## config.mk

```make
export PLATFORM = sky130hd
export DESIGN_NAME = sld_diag_ctrl
export DESIGN_NICKNAME = d
export VERILOG_FILES = /design/src/shared/sld_pkg.sv /design/src/logic/sld_diag_ctrl.sv
export SDC_FILE = /design/constraint.sdc
export NUM_CORES = 1
export LEC_CHECK = 0
export ABC_AREA = 1
export BUFFER_PORTS_ARGS = -buffer_cell sky130_fd_sc_hd__buf_2
export CELL_PAD_IN_SITES_DETAIL_PLACEMENT = 2
export CELL_PAD_IN_SITES_GLOBAL_PLACEMENT = 2
export CORE_MARGIN = 1.5
export CORE_UTILIZATION = 34
export DETAILED_ROUTE_END_ITERATION = 10
export HOLD_SLACK_MARGIN = 0.1
export PLACE_DENSITY_LB_ADDON = 0.08
export SLEW_MARGIN = 20
export SYNTH_ARGS = -nofsm -noshare
export SYNTH_HDL_FRONTEND = slang
export SYNTH_SLANG_ARGS = --single-unit
```

## constraint.sdc

```tcl
create_clock -name i_clk_sys -period 5.8 [get_ports i_clk_sys]
set_input_delay 0.58 -clock i_clk_sys [delete_from_list [all_inputs] [get_ports i_clk_sys]]
set_output_delay 0.58 -clock i_clk_sys [all_outputs]
set_load 0.01 [all_outputs]
```

## src/shared/sld_pkg.sv

```systemverilog
// Constants for the squib loop low-level diagnostic control block.
// Assumes a 32-bit SPI frame: bit 31 write, bits 30:24 address, bits 19:0 data.
package sld_pkg;
  localparam int NCH = 4;
  localparam int NSLOT = 4;
  localparam int FRM_BITS = 32;
  localparam int FRM_WR = 31;
  localparam int FRM_AH = 30;
  localparam int FRM_AL = 24;
  localparam int DATA_W = 20;
  localparam logic [6:0] ADDR_STAT = 7'h37;
  localparam logic [6:0] ADDR_REQ = 7'h38;
  localparam logic [6:0] ADDR_ADC0 = 7'h3a;
  localparam logic [15:0] REQ_RST = 16'h0000;
  localparam int REQ_HL = 15;
  localparam int REQ_SOURCE_CURRENT = 14;
  localparam int REQ_PDALL = 13;
  localparam int REQ_SINK = 10;
  localparam logic [1:0] SRC_ON = 2'h1;
  localparam logic [1:0] SRC_BYP = 2'h2;
  localparam logic [1:0] MON_OFF = 2'h0;
  localparam logic [1:0] MON_HS = 2'h1;
  localparam logic [1:0] MON_LS = 2'h2;
  localparam logic [1:0] MON_LS_PD = 2'h3;
  localparam int ST_SBL = 7;
  localparam int ST_STG = 6;
  localparam int ST_STB = 5;
  localparam int ST_PIN = 4;
  localparam int ADC_DONE = 19;
  localparam logic [7:0] CODE_HS_FIRST = 8'h46;
  localparam logic [7:0] CODE_HS_LAST = 8'h49;
  typedef enum logic {ADC_IDLE, ADC_BUSY} sld_adc_st_t;
endpackage : sld_pkg

```

## src/logic/sld_diag_ctrl.sv

```systemverilog
// Squib loop low-level diagnostic control: SPI register slave, request decode
// onto the analog switch controls, short flags and high-side pin conversions.
// Assumes all inputs, SPI pins included, are synchronous to i_clk_sys.
`timescale 1ns/1ps
module sld_diag_ctrl #(
  parameter int NCH = sld_pkg::NCH
) (
  // Clock, reset and clock enable.
  input wire logic i_clk_sys,
  input wire logic i_rst_n,
  input wire logic i_ce,
  // SPI port, mode 0, MSB first.
  input wire logic i_spi_sclk,
  input wire logic i_spi_cs_n,
  input wire logic i_spi_mosi,
  output logic o_spi_miso,
  output logic o_spi_miso_oe,
  // Device operating state.
  input wire logic i_init_state,
  // Pin current monitor comparators.
  input wire logic i_mon_sinking,
  input wire logic i_mon_sourcing,
  // Analog switch controls, one bit per channel, plus two shared selects.
  output logic [NCH-1:0] o_src_en,
  output logic [NCH-1:0] o_byp_en,
  output logic [NCH-1:0] o_sink_en,
  output logic [NCH-1:0] o_pd_en,
  output logic [NCH-1:0] o_mon_hs,
  output logic [NCH-1:0] o_mon_ls,
  output logic o_src_alt_sel,
  output logic o_high_level_sel,
  // Converter handshake.
  output logic o_adc_start,
  output logic [1:0] o_adc_ch,
  input wire logic i_adc_done,
  input wire logic [9:0] i_adc_data
);
  localparam int NS = sld_pkg::NSLOT;

  logic [1:0] rst_sync_r;
  logic rst_n;
  logic sclk_q_r;
  logic cs_q_r;
  logic [31:0] rx_r;
  logic [31:0] tx_r;
  logic [5:0] cnt_r;
  logic [6:0] resp_addr_r;
  logic frame_ok;
  logic [6:0] f_addr;
  logic [19:0] wdata;
  logic wr_req;
  logic [19:0] rd_data;
  logic [15:0] req_r;
  logic hl;
  logic [1:0] mon;
  logic [1:0] src;
  logic mon_conn;
  logic [NCH-1:0] leak_oh;
  logic [NCH-1:0] res_oh;
  logic [NCH-1:0] pd_nxt;
  logic stg_r;
  logic stb_r;
  logic [19:0] stat_word;
  logic [6:0] code_r [NS];
  logic [9:0] res_r [NS];
  logic [NS-1:0] pend_r;
  logic [NS-1:0] done_r;
  logic [NS-1:0] stale_r;
  logic [NS-1:0] adc_hit;
  logic code_ok;
  logic [1:0] cur_r;
  logic [1:0] pick;
  logic [6:0] ch_diff;
  sld_pkg::sld_adc_st_t st_r;

  // Reset is applied asynchronously but is released through two flops.
  always_ff @(posedge i_clk_sys or negedge i_rst_n) begin
    if (!i_rst_n) begin
      rst_sync_r <= 2'h0;
    end else begin
      rst_sync_r <= {rst_sync_r[0], 1'b1};
    end
  end
  assign rst_n = rst_sync_r[1];

  // Frame is accepted only with exactly 32 clocks; anything else is dropped.
  assign frame_ok = !cs_q_r && i_spi_cs_n && (cnt_r == 6'(sld_pkg::FRM_BITS));
  assign f_addr = rx_r[sld_pkg::FRM_AH:sld_pkg::FRM_AL];
  assign wdata = rx_r[sld_pkg::DATA_W-1:0];
  assign wr_req = frame_ok && rx_r[sld_pkg::FRM_WR] && (f_addr == sld_pkg::ADDR_REQ);
  assign o_spi_miso = tx_r[31];
  assign o_spi_miso_oe = !i_spi_cs_n;

  // SPI shifter: sample on rising sclk, shift out on falling sclk.
  always_ff @(posedge i_clk_sys or negedge rst_n) begin
    if (!rst_n) begin
      sclk_q_r <= 1'b0;
      cs_q_r <= 1'b1;
      rx_r <= 32'h0;
      tx_r <= 32'h0;
      cnt_r <= 6'h0;
    end else if (i_ce) begin
      sclk_q_r <= i_spi_sclk;
      cs_q_r <= i_spi_cs_n;
      if (cs_q_r && !i_spi_cs_n) begin
        cnt_r <= 6'h0;
        tx_r <= {resp_addr_r, 5'h0, rd_data};
      end else if (!i_spi_cs_n && i_spi_sclk && !sclk_q_r) begin
        rx_r <= {rx_r[30:0], i_spi_mosi};
        if (cnt_r != 6'h3f) begin
          cnt_r <= cnt_r + 6'h1;
        end
      end else if (!i_spi_cs_n && !i_spi_sclk && sclk_q_r) begin
        tx_r <= {tx_r[30:0], 1'b0};
      end
    end
  end

  // The answer to a frame is shifted out in the next frame.
  always_ff @(posedge i_clk_sys or negedge rst_n) begin
    if (!rst_n) begin
      resp_addr_r <= 7'h0;
    end else if (i_ce && frame_ok) begin
      resp_addr_r <= f_addr;
    end
  end

  // Request word; refused while in init so switches cannot move early.
  always_ff @(posedge i_clk_sys or negedge rst_n) begin
    if (!rst_n) begin
      req_r <= sld_pkg::REQ_RST;
    end else if (i_ce && wr_req && !i_init_state) begin
      req_r <= wdata[15:0];
    end
  end

  assign hl = req_r[sld_pkg::REQ_HL];
  assign mon = req_r[9:8];
  assign src = req_r[12:11];
  assign mon_conn = !hl && (mon != sld_pkg::MON_OFF);

  // Decode the request onto per-channel switch controls.
  always_comb begin
    for (int i = 0; i < NCH; i++) begin
      leak_oh[i] = (req_r[3:0] == 4'(i));
      res_oh[i] = (req_r[7:4] == 4'(i));
      if (!hl && (mon == sld_pkg::MON_LS_PD) && leak_oh[i]) begin
        pd_nxt[i] = 1'b1;
      end else if (!hl && req_r[sld_pkg::REQ_PDALL]) begin
        pd_nxt[i] = 1'b0;
      end else if (mon_conn && leak_oh[i]) begin
        pd_nxt[i] = 1'b0;
      end else begin
        pd_nxt[i] = 1'b1;
      end
    end
  end

  // Switch controls are registered so the analog side never sees glitches.
  // High-level mode belongs to other logic, so source, sink and monitor switches open and every pull-down is on.
  always_ff @(posedge i_clk_sys or negedge rst_n) begin
    if (!rst_n) begin
      o_src_en <= '0;
      o_byp_en <= '0;
      o_sink_en <= '0;
      o_pd_en <= '1;
      o_mon_hs <= '0;
      o_mon_ls <= '0;
      o_src_alt_sel <= 1'b0;
      o_high_level_sel <= 1'b0;
    end else if (i_ce) begin
      o_src_en <= (!hl && src == sld_pkg::SRC_ON) ? res_oh : '0;
      o_byp_en <= (!hl && src == sld_pkg::SRC_BYP) ? res_oh : '0;
      o_sink_en <= (!hl && req_r[sld_pkg::REQ_SINK]) ? res_oh : '0;
      o_pd_en <= pd_nxt;
      o_mon_hs <= (!hl && mon == sld_pkg::MON_HS) ? leak_oh : '0;
      o_mon_ls <= (!hl && mon[1]) ? leak_oh : '0;
      o_src_alt_sel <= req_r[sld_pkg::REQ_SOURCE_CURRENT];
      o_high_level_sel <= hl;
    end
  end

  // Short flags: cleared by a new request, set by the monitor; set wins.
  always_ff @(posedge i_clk_sys or negedge rst_n) begin
    if (!rst_n) begin
      stg_r <= 1'b0;
      stb_r <= 1'b0;
    end else if (i_ce) begin
      if (mon_conn && i_mon_sinking) begin
        stg_r <= 1'b1;
      end else if (wr_req && !i_init_state) begin
        stg_r <= 1'b0;
      end
      if (mon_conn && i_mon_sourcing) begin
        stb_r <= 1'b1;
      end else if (wr_req && !i_init_state) begin
        stb_r <= 1'b0;
      end
    end
  end

  // Status word, 20 bits; loop shorts are not detected here so bit 7 is 0.
  always_comb begin
    stat_word = 20'h0;
    stat_word[19] = hl;
    stat_word[11:8] = req_r[7:4];
    stat_word[3:0] = req_r[3:0];
    stat_word[sld_pkg::ST_SBL] = 1'b0;
    stat_word[sld_pkg::ST_STG] = stg_r;
    stat_word[sld_pkg::ST_STB] = stb_r;
    stat_word[sld_pkg::ST_PIN] = (mon == sld_pkg::MON_HS);
  end

  // Only high-side pin codes are convertible; others leave the slot alone.
  assign code_ok = (wdata[7:0] >= sld_pkg::CODE_HS_FIRST) &&
                   (wdata[7:0] <= sld_pkg::CODE_HS_LAST) && (wdata[19:8] == 12'h0);
  always_comb begin
    for (int k = 0; k < NS; k++) begin
      adc_hit[k] = frame_ok && rx_r[sld_pkg::FRM_WR] && code_ok &&
                   (f_addr == sld_pkg::ADDR_ADC0 + 7'(k));
    end
  end

  // Lowest pending slot is served first.
  always_comb begin
    pick = 2'h0;
    for (int k = NS - 1; k >= 0; k--) begin
      if (pend_r[k]) begin
        pick = 2'(k);
      end
    end
  end
  assign ch_diff = code_r[pick] - sld_pkg::CODE_HS_FIRST[6:0];

  // Slot storage. A slot rewritten mid-conversion is marked stale so the old
  // result is thrown away and the new request is converted afterwards.
  always_ff @(posedge i_clk_sys or negedge rst_n) begin
    if (!rst_n) begin
      pend_r <= '0;
      done_r <= '0;
      stale_r <= '0;
      for (int k = 0; k < NS; k++) begin
        code_r[k] <= 7'h0;
        res_r[k] <= 10'h0;
      end
    end else if (i_ce) begin
      for (int k = 0; k < NS; k++) begin
        if (adc_hit[k]) begin
          code_r[k] <= wdata[6:0];
          pend_r[k] <= 1'b1;
          done_r[k] <= 1'b0;
          stale_r[k] <= (st_r == sld_pkg::ADC_BUSY) && (cur_r == 2'(k));
        end else if (st_r == sld_pkg::ADC_BUSY && i_adc_done && cur_r == 2'(k)) begin
          if (!stale_r[k]) begin
            res_r[k] <= i_adc_data;
            done_r[k] <= 1'b1;
            pend_r[k] <= 1'b0;
          end
          stale_r[k] <= 1'b0;
        end
      end
    end
  end

  // Converter sequencer: one conversion in flight at a time.
  always_ff @(posedge i_clk_sys or negedge rst_n) begin
    if (!rst_n) begin
      st_r <= sld_pkg::ADC_IDLE;
      cur_r <= 2'h0;
      o_adc_start <= 1'b0;
      o_adc_ch <= 2'h0;
    end else if (i_ce) begin
      o_adc_start <= 1'b0;
      unique case (st_r)
        sld_pkg::ADC_IDLE: begin
          if (|pend_r) begin
            st_r <= sld_pkg::ADC_BUSY;
            cur_r <= pick;
            o_adc_start <= 1'b1;
            o_adc_ch <= ch_diff[1:0];
          end
        end
        sld_pkg::ADC_BUSY: begin
          if (i_adc_done) begin
            st_r <= sld_pkg::ADC_IDLE;
          end
        end
      endcase
    end
  end

  // Read mux; the write-only request register and holes read as zero.
  always_comb begin
    rd_data = 20'h0;
    if (resp_addr_r == sld_pkg::ADDR_STAT) begin
      rd_data = stat_word;
    end
    for (int k = 0; k < NS; k++) begin
      if (resp_addr_r == sld_pkg::ADDR_ADC0 + 7'(k)) begin
        rd_data = {done_r[k], 2'h0, code_r[k], res_r[k]};
      end
    end
  end
endmodule : sld_diag_ctrl

```

==> results.toml <==
[run_status]
status = "finished clean"

[cts]
clock_path_buffers = 3
cts.repair.resized = 0
cts.htree.levels = 1
numCtsBuffers = 26
cts_root_buffer = "clkbuf_16"
clk_latency_ns = 0.52
cts.clk_slew.worst_paths_ns = 0.06
cts_tree = "yes"
cts.sinks = 211

[cells_and_area]
finalNetCount = 1229
fillerInstances = 3235
stdcell_count = 1610
area_delta_synth_final_pct = 13.6
drive_gt1_frac = 0.173
antennaDiodeCount = 0

[setup_path]
path_cells = "inv_1, ha_1, nand3_1, nor2_1, inv_2, nor2_2, nand2_2, nand2_1, o21ai_1"
cpPeakStageDelay_ns = 0.48
r2r-end = "req_r[5]"
criticalPathCategory = "reg -> reg"
r2r-start = "cnt_r[0]"
required_ns = 6.19
rr_worst_depth = 9
worst_path_max_delay_cell = "nand2_2"
critPathLaunchType = "register"
endpoint_kind = "register"
cp.arrival_ns = 2.89
cp_max_fo = 33
r2r_setup_slack_ns = 3.30

[sta]
max_freq_ghz = 0.400
setup_viol = 0
relSlewSlack = 0.338
post-route-period-util = 0.431
slew_violations = 0
period_needed_ns = 2.50
fin_setup_tns_ns = 0
hold_violations = 0
skew_ns = 0.00799
rsz0062_at_grt = "false"
worst_slack_ns = 3.30
worstMarginPinSlew_ns = 0.990

[yosys]
synthMuxAreaShare = 0.00566
synth_top_family_by_area = "simple AND/OR/NAND/NOR gates"
netlist_top_cells_area = "dfrtp_1, nand2_1, o21ai_0"
yosysTopAreaCell = "dfrtp_1"
syn_avg_cell_area_um2 = 8.49
synth_edf_count = 0
synth_compound_area_frac = 0.127
synthSimpleGateAreaFrac = 0.251
ys_seq_area_frac = 0.532
synth.most_common_cell = "nand2_1"
synth_commonest_cells = "nand2_1, dfrtp_1, inv_1"
ys.flop_type = "dfrtp_1"
synthXorXnorAreaFrac = 0.000881
yosys_warnings = 0
synthArstFlopShare = 1.00
synth_nets = 1193
yosysTopAreaCellShare = 0.518
synth_fa_ha_area_frac = 0.00252
synth_cell_types = 42
ys_ff_latch = 211
syn-cell-area_mm2 = 0.00995
syn_inst = 1171

[global_routing]
grt_max_degree = 133
antenna_found_initial = 0
gr-usage-all-layers = 0.210
grt_pass1_vias = 8753
grt_remaining_overflow = 0
grt_pass1_wl_um = 50100

[power]
p_per_area_mw_per_mm2 = 376
leakage_nw = 5.47
irDropWorstVdd_uv = 189

[floorplan]
fp-row-count = 62
die_height_um = 174
dieWidth_um = 174
core_area_mm2 = 0.0288
dieArea_mm2 = 0.0303
num_io_pins = 51
start_util = 0.346

[route]
drc = 0
finalWirelength_um = 30800
drt.antenna.violating_nets = 0
drt_first_iter_violations = 321
vias_per_cell = 4.99
dr_total_vias = 8028
drt_first_pass_iters = 5
wl_per_cell_um = 19.1

[place]
io_buffers = 50
numPlacedInstances = 1562
preCtsSetupSlack_ns = 2.82
hpwlAfterDp_um = 21500
place.gp.congestion = 0.759

[worst_hold_path]
hold_path.class = "reg -> async"

[flow_run]
maxCapViolations = 0
## registers in the layout (all words and copies together) (netlist names), 2 cells and up
signal,cells
o_mon_hs,4
o_pd_en,4
rst_sync_r,2
rx_r,32
stale_r,4
cur_r,2
cnt_r,6
done_r,4
o_src_en,4
resp_addr_r,7
o_mon_ls,4
code_r,28
o_byp_en,4
o_adc_ch,2
res_r,40
tx_r,32
pend_r,4
req_r,16
o_sink_en,4
## repair_timing
action                                 in CTS  in global routing
endpoints found under the hold margin       2                  0
hold buffers                                1                  0
setup buffers                               0                  0
## layout by cell type, fill, tap and decap left out, types with 4 or more instances in the layout
cell type,netlist,final
o21ai_0,98,98
mux2_2,5,5
nand4_1,31,31
nand3_2,7,7
inv_1,120,120
a31oi_1,12,12
clkbuf_8,0,4
inv_2,14,14
buf_2,22,50
nand2_2,32,33
nand2_1,270,269
buf_4,3,8
o211ai_1,13,13
clkinv_2,0,5
o21ai_2,27,27
nor3_1,4,4
dfrtp_1,206,205
nand3_1,69,69
clkbuf_1,16,9
nor2_2,8,9
nor2_1,109,108
a21oi_1,29,29
o21ai_1,33,33
clkbuf_16,0,27
dfstp_2,5,5
## power by group
part / leakage [nW] / total, mW / switching [mW] / internal [mW]
Sequential: 2.69 / 1.98 / 0.238 / 1.74
Combinational: 2.37 / 0.682 / 0.440 / 0.241
Clock: 0.410 / 1.58 / 0.636 / 0.948
Total: 5.47 / 4.25 / 1.31 / 2.93
## critical path, delay by kind of cell, from the launching register on
family	cells	cell delay, ns
DFF	1	0.42
AOI/OAI and AO/OA	1	0.09
and+or+nand+nor	5	1.48
adders and majority gates	1	0.15
buffers and inverters	2	0.22
## final cells by class
type	instances	area [µm²]	area share
Multi-Input combinational cell	774	3860	0.341
Timing Repair Buffer	60	340	0.0301
Tap cell	384	480	0.0425
Inverter	134	503	0.0445
Clock buffer	40	764	0.0676
Clock inverter	7	63.8	0.00565
Sequential cell	211	5290	0.468
## metal layers
| layer | global-route usage | share of wire |
|---|---|---|
| met3 | 0.0243 | 0.025 |
| met5 | 0 | 0 |
| met2 | 0.334 | 0.45 |
| met1 | 0.312 | 0.51 |
| met4 | 0.0341 | 0.016 |
## cells by family after synthesis
family | count (synthesis)
AND/OR/NAND/NOR | 546
AO/OA/AOI/OAI | 219
flip-flops | 211
buffers and inverters | 186
multiplexers | 5
adder cells (fa/ha/maj) | 2
other | 1
XOR/XNOR | 1
## metrics by stage
stage	cell area (µm²)	total power [mW]	utilization	hold slack, ns
after floorplan	9950	2.46	-	0.284
after global placement	10500	2.66	0.364	0.153
after detailed placement	10500	2.70	0.364	0.157
after CTS	11300	4.32	0.393	0.161
after global routing	11300	4.50	0.393	0.165
final	11300	4.25	0.393	0.155
## worst max path at each step
stage / startpoint / end / slack, ns / cells past startpoint
after floorplan: rst_sync_r[1] / cnt_r[0] / 2.33 / 0
after CTS: st_r / res_r[14] / 3.27 / 7
after global placement: i_ce / res_r[16] / 2.98 / 9
after detailed placement: i_ce / res_r[19] / 2.82 / 9
final: cnt_r[0] / req_r[5] / 3.30 / 9
after global routing: cnt_r[0] / stg_r / 3.00 / 9
(Power assumes the default switching activity.)
